<file path="src/inc/resume_consts.svh">
`ifndef RESUME_CONSTS_SVH
`define RESUME_CONSTS_SVH
// ==========================================
// Register indices (byte address is four times the index)
`define IDX_CAUSE 16'h28b0
`define IDX_SRC 16'h28b1
`define IDX_TCTL 16'h28b2
`define IDX_EN 16'h28b3
`define IDX_WDC 16'h28b4
`define IDX_CFG 16'h28b5
`define IDX_PWR 16'h28b6
`define IDX_TCNT 16'h2880
`define IDX_OPT 16'h2457
// ==========================================
// Reset-cause bits
`define B_CSTART 7
`define B_RSTPIN 6
`define B_RSTBIT 5
`define B_OVF 4
`define B_DRST 3
`define B_LOWB 2
// Resume source bits and enables
`define B_TMR 5
`define B_RX 4
`define B_PB 3
`define B_SEG4 2
`define B_SEG52 1
`define B_SEG55 0
// Control bits
`define B_SLEEP 7
`define B_HOLD 6
`define B_ARM 5
`define B_WDRST 7
`define B_OPTDIS 2
`define B_RSTCTL 0
`define B_CFG4 2
`define B_CFG52 3
`define B_CFG55 4
`define RST_BYTE 8'h00
// ==========================================
// Pin vector positions
`define P_PB 0
`define P_RX 1
`define P_SEG4 2
`define P_SEG52 3
`define P_SEG55 4
`define P_OPT 5
`define P_DBG 6
`define P_RST 7
`define P_DRST 8
`define P_COLD 9
`define P_LOWB 10
`define P_PWR 11
// ==========================================
// Timing
`define CLK_NS 10
`define SLOW_HZ 32768
`define SLOW_DIV (1000000000 / `CLK_NS / `SLOW_HZ)
`define DEB_NS 2000
`define DEB_CYC ((`DEB_NS + `CLK_NS - 1) / `CLK_NS)
`define SMP_MS 2
`define SMP_CYC (`SMP_MS * (1000000 / `CLK_NS))
`define LVL_MS 64
`define LVL_SMP (`LVL_MS / `SMP_MS)
`define WAKE_TICKS 3
`define WDOG_MS 1500
`define WDOG_CYC (`WDOG_MS * (1000000 / `CLK_NS))
`endif

</file>
<file path="src/inc/resume_pkg.sv">
// ==========================================
// Types of the resume sequencer
package resume_pkg;
    typedef enum logic [2:0] {
        ST_RUN = 3'b001,
        ST_SLEEP = 3'b010,
        ST_WAKE = 3'b100
    } mode_t;

    typedef struct packed {
        mode_t mode;
        logic [11:0] s1;
        logic [11:0] s2;
        logic [11:0] prev;
        logic [2:0] pw1;
        logic [2:0] pw2;
        logic [11:0] slowDiv;
        logic [17:0] smpDiv;
        logic [1:0] wakeCnt;
        logic [4:0][7:0] lock;
        logic [2:0][5:0] lvl;
        logic [2:0] lvlOk;
        logic [27:0] wdog;
        logic [7:0] cause;
        logic [7:0] src;
        logic [7:0] tctl;
        logic [7:0] en;
        logic [7:0] cfg;
        logic [7:0] opt;
        logic [7:0] tcnt;
        logic [7:0] tmrVal;
        logic tmrRun;
        logic hold;
        logic wake;
        logic mains;
        logic sysRst;
        logic prdy;
        logic perr;
        logic [31:0] prdata;
    } state_t;
endpackage : resume_pkg

</file>
<file path="src/hw/resume_sequencer.sv">
// The APB slave port was left to the implementer.
`timescale 1ns/1ns
`include "resume_consts.svh"
module resume_sequencer
    import resume_pkg::*;
#(
    parameter int unsigned SMP_CYC = `SMP_CYC,
    parameter int unsigned WDOG_CYC = `WDOG_CYC
) (
    // Clock and reset
    input wire logic ref_clk,
    input wire logic rst_b,
    // APB slave
    input wire logic psel,
    input wire logic penable,
    input wire logic pwrite,
    input wire logic [15:0] paddr,
    input wire logic [31:0] pwdata,
    output logic [31:0] prdata,
    output logic pready,
    output logic pslverr,
    // Resume and reset pins
    input wire logic pushButtonPin,
    input wire logic serialRxPin,
    input wire logic segmentPin4,
    input wire logic segmentPin52,
    input wire logic segmentPin55,
    input wire logic opticalReceivePin,
    input wire logic debugEnablePin,
    input wire logic resetPin,
    input wire logic debugResetPin,
    input wire logic coldStartIn,
    input wire logic lowBatteryIn,
    input wire logic sysPowerOk,
    input wire logic [2:0] powerStatusIn,
    // Sequencer outputs
    output logic cpuHold,
    output logic resumeSignal,
    output logic mainsRunMode,
    output logic sysReset
);

    // ==========================================
    // Decode helper
    function automatic logic isReg(input logic [15:0] a, input logic [15:0] idx);
        isReg = (a == {idx[13:0], 2'b00});
    endfunction : isReg

    state_t st_r;
    state_t st_nxt;
    logic [11:0] pinsRaw;
    logic [11:0] rise;
    logic [11:0] chg;
    logic slowTick;
    logic smpTick;
    logic [4:0] edgeSrc;
    logic [4:0] edgeEv;
    logic [2:0] lvlIn;
    logic wr;
    logic [7:0] wdata;
    logic sleepReq;
    logic armWr;
    logic wdWr;
    logic rstBitWr;
    logic [5:0] pinMask;
    logic [5:0] srcEv;
    logic [5:0] setSrc;
    logic tmrEv;
    logic dbg;
    logic ovf;
    logic wakeFall;
    logic wakeDone;
    logic pwrRise;
    logic [7:0] causeEv;
    logic [7:0] clrOvf;

    assign pinsRaw = {sysPowerOk, lowBatteryIn, coldStartIn, debugResetPin, resetPin,
        debugEnablePin, opticalReceivePin, segmentPin55, segmentPin52, segmentPin4,
        serialRxPin, pushButtonPin};

    // ==========================================
    // Next-state logic
    always_comb begin
        st_nxt = st_r;
        // Two-flop synchronisers, third stage for edges
        st_nxt.s1 = pinsRaw;
        st_nxt.s2 = st_r.s1;
        st_nxt.prev = st_r.s2;
        st_nxt.pw1 = powerStatusIn;
        st_nxt.pw2 = st_r.pw1;
        rise = st_r.s2 & ~st_r.prev;
        chg = st_r.s2 ^ st_r.prev;
        dbg = st_r.s2[`P_DBG];
        pwrRise = rise[`P_PWR];

        // Slow crystal tick and 2 ms sample tick
        slowTick = (st_r.slowDiv == 12'(`SLOW_DIV - 1));
        st_nxt.slowDiv = slowTick ? 12'h000 : st_r.slowDiv + 12'h001;
        smpTick = (st_r.smpDiv == 18'(SMP_CYC - 1));
        st_nxt.smpDiv = smpTick ? 18'h00000 : st_r.smpDiv + 18'h00001;

        // First-transition detect with 2 us lockout
        edgeSrc = {rise[`P_DRST], rise[`P_RST], rise[`P_SEG4], chg[`P_OPT], chg[`P_RX]};
        edgeEv = 5'h00;
        for (int i = 0; i < 5; i++) begin
            if (st_r.lock[i] != 8'h00) begin
                st_nxt.lock[i] = st_r.lock[i] - 8'h01;
            end else if (edgeSrc[i]) begin
                edgeEv[i] = 1'b1;
                st_nxt.lock[i] = 8'(`DEB_CYC - 1);
            end
        end

        // Level filter: 32 consecutive high samples
        lvlIn = {st_r.s2[`P_SEG55], st_r.s2[`P_SEG52], st_r.s2[`P_PB]};
        for (int j = 0; j < 3; j++) begin
            if (smpTick) begin
                if (!lvlIn[j]) begin
                    st_nxt.lvl[j] = 6'h00;
                    st_nxt.lvlOk[j] = 1'b0;
                end else if (st_r.lvl[j] == 6'(`LVL_SMP - 1)) begin
                    st_nxt.lvlOk[j] = 1'b1;
                end else begin
                    st_nxt.lvl[j] = st_r.lvl[j] + 6'h01;
                end
            end
        end

        // Register writes
        wr = psel && penable && pwrite && st_r.prdy;
        wdata = pwdata[7:0];
        sleepReq = wr && isReg(paddr, `IDX_TCTL) && (wdata[`B_SLEEP] || wdata[`B_HOLD]);
        armWr = wr && isReg(paddr, `IDX_TCTL) && wdata[`B_ARM];
        wdWr = wr && isReg(paddr, `IDX_WDC) && wdata[`B_WDRST];
        rstBitWr = wr && isReg(paddr, `IDX_CFG) && wdata[`B_RSTCTL];
        if (wr && isReg(paddr, `IDX_EN)) begin
            st_nxt.en = {3'b000, wdata[4:0]};
        end
        if (wr && isReg(paddr, `IDX_CFG)) begin
            st_nxt.cfg = {3'b000, wdata[4:2], 2'b00};
        end
        if (wr && isReg(paddr, `IDX_OPT)) begin
            st_nxt.opt = {5'h00, wdata[`B_OPTDIS], 2'b00};
        end
        if (wr && isReg(paddr, `IDX_TCNT)) begin
            st_nxt.tcnt = wdata;
        end

        // Resume timer
        tmrEv = 1'b0;
        if (armWr) begin
            st_nxt.tmrVal = st_r.tcnt;
            st_nxt.tmrRun = 1'b1;
        end else if (st_r.tmrRun && st_r.mode == ST_SLEEP && smpTick) begin
            if (st_r.tmrVal == 8'h00) begin
                tmrEv = 1'b1;
                st_nxt.tmrRun = 1'b0;
            end else begin
                st_nxt.tmrVal = st_r.tmrVal - 8'h01;
            end
        end

        // Pin sources gated by enable, segment pins also by input configuration
        pinMask = {1'b1, st_r.en[`B_RX], st_r.en[`B_PB],
            st_r.en[`B_SEG4] & st_r.cfg[`B_CFG4],
            st_r.en[`B_SEG52] & st_r.cfg[`B_CFG52],
            st_r.en[`B_SEG55] & st_r.cfg[`B_CFG55]};
        srcEv = {tmrEv, edgeEv[0], st_r.lvlOk[0], edgeEv[2], st_r.lvlOk[1],
            st_r.opt[`B_OPTDIS] ? st_r.lvlOk[2] : edgeEv[1]} & pinMask;

        // Watchdog; the debug pin holds it off, restart writes and wake completion also restart it
        ovf = (st_r.wdog == 28'(WDOG_CYC - 1)) && !dbg;
        wakeFall = 1'b0;
        wakeDone = 1'b0;

        // Power mode sequencer
        st_nxt.mains = st_r.s2[`P_PWR];
        case (st_r.mode)
            ST_RUN: begin
                if (sleepReq && !st_r.s2[`P_PWR]) begin
                    st_nxt.mode = ST_SLEEP;
                    st_nxt.hold = 1'b1;
                    st_nxt.wake = 1'b0;
                    wakeFall = 1'b1;
                    st_nxt.tctl = {wdata[7:6], 6'h00};
                end
            end
            ST_SLEEP: begin
                if (pwrRise) begin
                    st_nxt.mode = ST_RUN;
                    st_nxt.hold = 1'b0;
                    st_nxt.wake = 1'b1;
                    wakeDone = 1'b1;
                end else if (|srcEv) begin
                    st_nxt.mode = ST_WAKE;
                    st_nxt.wake = 1'b1;
                    st_nxt.wakeCnt = 2'b00;
                end
            end
            ST_WAKE: begin
                if (pwrRise || (slowTick && st_r.wakeCnt == 2'(`WAKE_TICKS - 1))) begin
                    st_nxt.mode = ST_RUN;
                    st_nxt.hold = 1'b0;
                    wakeDone = 1'b1;
                end else if (slowTick) begin
                    st_nxt.wakeCnt = st_r.wakeCnt + 2'b01;
                end
            end
            default: begin
                st_nxt.mode = ST_RUN;
            end
        endcase
        if (wakeDone) begin
            st_nxt.tctl = `RST_BYTE;
        end

        // Watchdog restart sources
        st_nxt.wdog = (ovf || wdWr || dbg || wakeDone) ? 28'h0000000 :
            st_r.wdog + 28'h0000001;
        st_nxt.sysRst = ovf || rstBitWr;

        // Resume flags: set beats clear, writes never reach them
        setSrc = (st_r.mode == ST_SLEEP && !pwrRise) ? srcEv : 6'h00;
        setSrc[`B_PB] = srcEv[`B_PB];
        st_nxt.src = ((wakeFall ? `RST_BYTE : st_r.src) | {2'b00, setSrc})
            & {2'b00, pinMask};

        // Reset-cause flags
        causeEv = `RST_BYTE;
        causeEv[`B_OVF] = ovf;
        causeEv[`B_RSTBIT] = rstBitWr;
        causeEv[`B_RSTPIN] = edgeEv[3];
        causeEv[`B_DRST] = edgeEv[4] && dbg;
        causeEv[`B_CSTART] = rise[`P_COLD];
        causeEv[`B_LOWB] = rise[`P_LOWB];
        clrOvf = edgeEv[3] ? (8'h01 << `B_OVF) : 8'h00;
        st_nxt.cause = ((wakeFall ? `RST_BYTE : st_r.cause) & ~clrOvf) | causeEv;

        // APB read answer, ready in the access cycle
        st_nxt.prdy = psel && !penable;
        st_nxt.perr = 1'b0;
        st_nxt.prdata = 32'h00000000;
        if (psel && !penable) begin
            if (isReg(paddr, `IDX_CAUSE)) begin
                st_nxt.prdata = {24'h000000, st_r.cause};
            end else if (isReg(paddr, `IDX_SRC)) begin
                st_nxt.prdata = {24'h000000, st_r.src};
            end else if (isReg(paddr, `IDX_TCTL)) begin
                st_nxt.prdata = {24'h000000, st_r.tctl[7:6], st_r.tmrRun, 5'h00};
            end else if (isReg(paddr, `IDX_EN)) begin
                st_nxt.prdata = {24'h000000, st_r.en};
            end else if (isReg(paddr, `IDX_WDC)) begin
                st_nxt.prdata = 32'h00000000;
            end else if (isReg(paddr, `IDX_CFG)) begin
                st_nxt.prdata = {24'h000000, st_r.cfg};
            end else if (isReg(paddr, `IDX_PWR)) begin
                st_nxt.prdata = {29'h00000000, st_r.pw2};
            end else if (isReg(paddr, `IDX_TCNT)) begin
                st_nxt.prdata = {24'h000000, st_r.tcnt};
            end else if (isReg(paddr, `IDX_OPT)) begin
                st_nxt.prdata = {24'h000000, st_r.opt};
            end else begin
                st_nxt.perr = 1'b1;
            end
        end
    end

    // ==========================================
    // State register
    always_ff @(posedge ref_clk or negedge rst_b) begin
        if (!rst_b) begin
            st_r <= '0;
            st_r.mode <= ST_RUN;
            st_r.wake <= 1'b1;
        end else begin
            st_r <= st_nxt;
        end
    end

    // Outputs straight from the state register
    assign prdata = st_r.prdata;
    assign pready = st_r.prdy;
    assign pslverr = st_r.perr;
    assign cpuHold = st_r.hold;
    assign resumeSignal = st_r.wake;
    assign mainsRunMode = st_r.mains;
    assign sysReset = st_r.sysRst;
endmodule : resume_sequencer

</file>
<file path="config.mk">
export PLATFORM = sky130hd
export DESIGN_NAME = resume_sequencer
export DESIGN_NICKNAME = d
export VERILOG_FILES = /design/src/inc/resume_pkg.sv /design/src/hw/resume_sequencer.sv
export VERILOG_INCLUDE_DIRS = /design/src /design/src/inc
export SDC_FILE = /design/constraint.sdc
export NUM_CORES = 1
export LEC_CHECK = 0
export BUFFER_PORTS_ARGS = -buffer_cell sky130_fd_sc_hd__buf_2
export CAP_MARGIN = 30
export CORE_ASPECT_RATIO = 0.9
export CORE_UTILIZATION = 44
export CTS_BUF_LIST = sky130_fd_sc_hd__clkbuf_4
export CTS_CLUSTER_SIZE = 10
export DETAILED_ROUTE_END_ITERATION = 10
export PLACE_DENSITY = 0.72
export SETUP_SLACK_MARGIN = 0.15
export SLEW_MARGIN = 40
export SYNTH_ARGS = -nofsm -noshare
export SYNTH_HDL_FRONTEND = slang
export SYNTH_SLANG_ARGS = --single-unit
export TNS_END_PERCENT = 10
</file>
<file path="constraint.sdc">
create_clock -name ref_clk -period 2.5 [get_ports ref_clk]
set_input_delay 0.25 -clock ref_clk [delete_from_list [all_inputs] [get_ports ref_clk]]
set_output_delay 0.25 -clock ref_clk [all_outputs]
set_load 0.03 [all_outputs]
</file>
==> results of run 1 <==
[registers in the layout, indices dropped and copies added (netlist names)]
signal and flops:
pready 1, prdata 8, dbg 1, sysReset 1, pinMask 2, resumeSignal 1
st_r 172, cpuHold 1, mainsRunMode 1, pslverr 1, lvlIn 3, st_nxt 23
[cell type report]
class,count,area (sq um)
fill,1979,10300
sequential,215,5380
multi-input combinational,679,4300
timing repair buffer,114,826
clock buffer,76,571
tap,291,364
inverter,38,143
clock inverter,17,116
[worst reg2reg max path, stage by stage (launching register included)]
cell,delay (ns)
dfrtp_1,0.38
inv_1,0.11
ha_1,0.16
nor3b_1,0.29
nand2_1,0.17
a2111oi_4,0.36
nor3_2,0.12
nor3_2,0.24
mux2_1,0.35
[routing by layer]
layer | GRT usage | vias up | part of all wire
met5 | 0 | - | 0
li1 | - | 3620 | -
met2 | 0.284 | 172 | 0.46
met1 | 0.259 | 3669 | 0.47
met3 | 0.0429 | 41 | 0.058
met4 | 0.0632 | 0 | 0.021
[repair_timing]
item	in CTS	in global routing
hold buffers	26	0
pin swaps	0	0
cloned	0	0
resized for setup	3	3
endpoints found under the setup margin	2	6
endpoints found under the hold margin	137	0
[power by group through the flow]
| stage | registers [mW] | clock network, mW | logic, mW |
|---|---|---|---|
| after floorplan | 4.20 | 0 | 0.861 |
| after global placement | 4.26 | 0 | 1.08 |
| after detailed placement | 4.28 | 0 | 1.13 |
| after CTS | 4.22 | 3.07 | 1.17 |
| after global routing | 4.30 | 3.26 | 1.33 |
| final | 4.23 | 2.97 | 1.16 |
[metrics by stage]
step | util | hold slack [ns] | instance area (sq um) | worst slack [ns]
floorplan | - | -0.0456 | 10100 | 0.342
global placement | 0.488 | 0.258 | 10700 | 0.126
detailed placement | 0.488 | 0.258 | 10700 | 0.0573
CTS | 0.532 | 0.0549 | 11700 | 0.155
global route | 0.533 | 0.102 | 11700 | 0.0718
finish | 0.533 | 0.109 | 11700 | 0.181
[cells in the mapped netlist (all sizes together) (8+ instances only)]
cell and instances:
a21oi 53, and3 17, buf 37, clkbuf 10
dfrtp 213, ha 20, inv 38, mux2 22
nand2 79, nand2b 8, nand3 47, nand4 15
nor2 119, nor2b 8, nor3 24, nor4 25
nor4b 8, o21ai 34, xnor2 42, xor2 35
[cell families (layout without fill, tap and decap cells)]
logic type	count (synthesis)	count (layout)	synth area share
flops	215	215	0.538
other cells	1	24	0.000375
buf+inv	85	245	0.0448
mux	29	29	0.0318
simple gates	396	396	0.210
xor+xnor	77	77	0.0674
compound gates	133	133	0.0818
fa+ha+maj	20	20	0.0250
[worst max path at each step]
stage | startpoint | to | slack (ns) | cells after the start
6_report | st_r[39]$_DFFE_PN0P_ | st_r[192]$_DFFE_PN0P_ | 0.18 | 8
5_1_grt | st_r[207]$_DFF_PN0_ | st_r[192]$_DFFE_PN0P_ | 0.07 | 6
4_1_cts | st_r[160]$_DFFE_PN0P_ | st_r[192]$_DFFE_PN0P_ | 0.15 | 9
3_5_place_dp | paddr[1] | st_r[192]$_DFFE_PN0P_ | 0.06 | 7
3_3_place_gp | paddr[1] | st_r[192]$_DFFE_PN0P_ | 0.13 | 7
2_1_floorplan | st_r[155]$_DFFE_PN0P_ | st_r[192]$_DFFE_PN0P_ | 0.34 | 6
==> metrics.cfg, run 1 <==
[grt]
grt_max_degree=74
grt_pass1_wl_mm=35.7
first_global_vias=7365
grt.overflow.total=0
antenna_found_initial=0
grt_usage=0.186

[detailed_routing]
drt-total-wl_mm=20.7
drtIter0Drc=563
wire_per_inst_microns=14.5
first_pass_iters=6
antenna_left=0
viasPerCell=5.25
drc_errors=0
vias=7502

[power]
comb_power_share=0.139
leakage_nw=5.27
peakVddDrop_mv=0.389
intPower_mw=5.98
powerDensity_nw_per_um2=715
seqPwrFrac=0.506
p_sw_frac=0.285
p_total_mw=8.36
clock_power_share=0.355
switchingPower_mw=2.38

[critical_path]
worst_ep_required_time_ns=3.02
endpoint_kind=flop
cpPeakStageDelay_ns=0.38
crit_path_frequent_cell=nor3_2
cp_num_buf_inv=1
rrSetupSlack_ns=0.18
r2r-start=st_r[39]$_DFFE_PN0P_
crit_slowest_cell=dfrtp_1
cpLargestDelayFamily=simple AND/OR/NAND/NOR gates
start_kind=flop
r2r_end=st_r[192]$_DFFE_PN0P_
path_cells=inv_1, ha_1, nor3b_1, nand2_1, a2111oi_4, nor3_2, nor3_2, mux2_1
critPathMaxFanout=3
critical_path_class=reg -> reg
cp_data_arrival_time_ns=2.84
r2r_cells=8

[clock_network]
clock_latency_ns=0.68
cts_tree=done
root_buffer=clkbuf_4
clock_sinks=215
numCtsBuffers=53
cts_setup_buffers=0
clkTransAtPathRegs_ns=0.07
h-tree-depth=2
cts_buffer_depth=3

[floorplanning]
io_pins=106
start_util=0.456
fp.dieW_microns=161
die_h_microns=145
fp.dieArea_sq_um=23300
core_region_area_sq_um=22000
rows=51

[timing]
slew_headroom=0.459
worst-slew-pin-transition_ns=0.800
finalSetupViolCount=0
post-route-period-util=0.928
max_freq_mhz=431
skew_ns=0.0480
period_needed_ns=2.32
maxSlewViolCount=0
rsz0062_at_grt=true
fin_tns_setup_ns=0
hold_viol_final=0

[placed_design]
port_buffers=57
gp_routability_congestion=0.862
dp_cells=1311
hpwl_mm=14.6

[cells_and_area]
diodes=0
layout_common_cells=dfrtp_1, nor2_1, nand2_1, clkbuf_4, buf_2
final_common_cell=dfrtp_1
instances_no_fill=1430
area_growth_pct=17.0
nets=1189
drive_above_1_share=0.187

[yosys]
synthCells=956
ys.flop_type=dfrtp_1
ys_async_sr_fraction=1.00
ys_warn_count=0
ys_seq_area_frac=0.538
synthTopCellsByArea=dfrtp_1, nor2_1, xnor2_1, xor2_1, nand2_1
ys_ff_latch=215
synth-edff-count=0
syn_area_sq_um=10000
ys_types=66
synth_area_per_cell_sq_um=10.5
yosys.area.top_type=dfrtp_1
synth_top_area_frac=0.533

[worst_hold_path]
hp-start=paddr[2]
min_path_cells=4
hold_end=prdata[5]$_DFF_PN0_
hp-class=in -> reg

[flow_run]
maxCapViolations=0

[run_status]
outcome=completed

(Power assumes the default switching activity.)
==> run 2, diff against run 1 <==
--- a/config.mk
+++ b/config.mk
@@ -13,7 +13,7 @@
 export CTS_BUF_LIST = sky130_fd_sc_hd__clkbuf_4
 export CTS_CLUSTER_SIZE = 10
 export DETAILED_ROUTE_END_ITERATION = 10
-export PLACE_DENSITY = 0.72
+export PLACE_DENSITY = 0.73
 export SETUP_SLACK_MARGIN = 0.15
 export SLEW_MARGIN = 40
 export SYNTH_ARGS = -nofsm -noshare
==> run 2 against run 1 <==
Effect of this change:
- first-iteration DRC count decreased by 1.2%
- sequential power about the same
- power decreased by 1.8%
- clock skew increased by 0.0083 ns
- maximum frequency increased by 2.7%
- critical endpoint is now st_r[193]$_DFFE_PN0P_
- largest power group unchanged
- highest routed layer unchanged
==> metrics.cfg, run 2 (same netlist as run 1, synthesis figures left out) <==
[power]
peakVddDrop_mv=0.364
powerDensity_nw_per_um2=704
leakage_nw=5.26

[grt]
antenna_found_initial=1
met2_usage=0.294
grt_use_met1=0.256
grt_pass1_wl_mm=36.1
grt_max_degree=88
grt.overflow.total=0
grt.busiest_layer=met2
first_global_vias=7545
grtUsageMet3=0.0443
grt_usage=0.187

[cells_and_area]
multiInputGateArea_sq_um=4270
nets=1193
drive_above_1_share=0.187
largest_reg_flops=172
area_growth_pct=16.6
layout_common_cells=dfrtp_1, nor2_1, nand2_1, clkbuf_4, buf_2
final_common_cell=dfrtp_1
seqCellArea_sq_um=5380
largest-register=st_r
fillCellCount=1935

[floorplanning]
fp.dieArea_sq_um=23300
io_pins=106
fp.dieW_microns=161
rows=51
core_region_area_sq_um=22000
die_h_microns=145
start_util=0.456

[timing]
skew_ns=0.0563
hold_slack_ns=0.118
fin_tns_setup_ns=0
worst-slew-pin-transition_ns=0.738
period_needed_ns=2.26
hold_viol_final=0
max_freq_mhz=443
post-route-period-util=0.903
finalSetupViolCount=0
rsz0062_at_grt=true
maxSlewViolCount=0
slew_headroom=0.501

[critical_path]
endpoint_kind=flop
r2r-start=st_r[155]$_DFFE_PN0P_
r2r_end=st_r[193]$_DFFE_PN0P_
critPathMaxFanout=5
cp_data_arrival_time_ns=2.83
worst_ep_required_time_ns=3.08
critPathLaunch=st_r[155]$_DFFE_PN0P_
rrSetupSlack_ns=0.24
critical_path_class=reg -> reg
start_kind=flop
r2r_cells=6

[clock_network]
cts_buffer_depth=3
clkTransAtPathRegs_ns=0.07
cts_setup_buffers=0
clock_latency_ns=0.69
root_buffer=clkbuf_4
h-tree-depth=2
cts_tree=done
clock_sinks=215
numCtsBuffers=53

[worst_hold_path]
hp-class=in -> reg
hp-start=paddr[8]
hold_end=st_r[57]$_DFFE_PN0P_
min_path_cells=5

[placed_design]
hpwl_mm=14.5
gp_routability_congestion=0.898
port_buffers=57

[run_status]
outcome=completed

[detailed_routing]
viasPerCell=5.17
drtIter0Drc=556
drt-total-wl_mm=20.7
first_pass_iters=5
drc_errors=0
wire_per_inst_microns=14.5
vias=7412
antenna_left=0

[flow_run]
maxCapViolations=0

-- run 2: worst max-delay path by stage --
stage / endpoint
final: st_r[193]$_DFFE_PN0P_
after global routing: st_r[192]$_DFFE_PN0P_
after CTS: st_r[193]$_DFFE_PN0P_
after detailed placement: st_r[193]$_DFFE_PN0P_
after global placement: st_r[192]$_DFFE_PN0P_
after floorplan: st_r[192]$_DFFE_PN0P_
-- run 2: metrics by stage --
step	setup WS, ns	instance area, sq um	util	total power, mW	instances
floorplan	0.342	10100	-	5.06	979
global route	0.104	11700	0.531	8.74	1434
finish	0.243	11700	0.531	8.21	1434
CTS	0.227	11700	0.531	8.31	1433
global placement	0.110	10700	0.489	5.34	1315
detailed placement	0.0667	10700	0.489	5.41	1315
-- run 2: cell type report --
class / count / area share
Clock inverter: 23 / 0.0111
Antenna cell: 1 / 0.000215
Tap cell: 291 / 0.0312
Sequential cell: 215 / 0.462
Clock buffer: 69 / 0.0444
Inverter: 38 / 0.0122
Timing Repair Buffer: 118 / 0.0734
Multi-Input combinational cell: 679 / 0.366
-- run 2: critical path, cell delays in order (launching register included) --
cell and delay [ns]:
dfrtp_1 0.41, or4_4 0.58, nor4_2 0.34, a21o_1 0.21, nor3_2 0.07, nor3_2 0.23, mux2_1 0.34
-- run 2: what timing repair did --
| action | 4_1_cts | 5_1_grt |
|---|---|---|
| setup endpoints to repair | 2 | 12 |
| hold endpoints to repair | 120 | 0 |
| resized for setup | 1 | 1 |
| hold buffers | 26 | 0 |
| gates cloned | 0 | 0 |
-- run 2: where the power goes --
part           switching (mW)  leakage [nW]  internal [mW]  total [mW]
clock                    1.43         0.371           1.40        2.83
sequential              0.360          2.72           3.86        4.22
combinational           0.638          2.16          0.521        1.16
-- run 2: layer usage --
metal | share of wire | vias to the layer above
met3 | 0.053 | 34
met4 | 0.017 | 0
met2 | 0.46 | 172
li1 | - | 3624
met5 | 0 | -
met1 | 0.47 | 3582
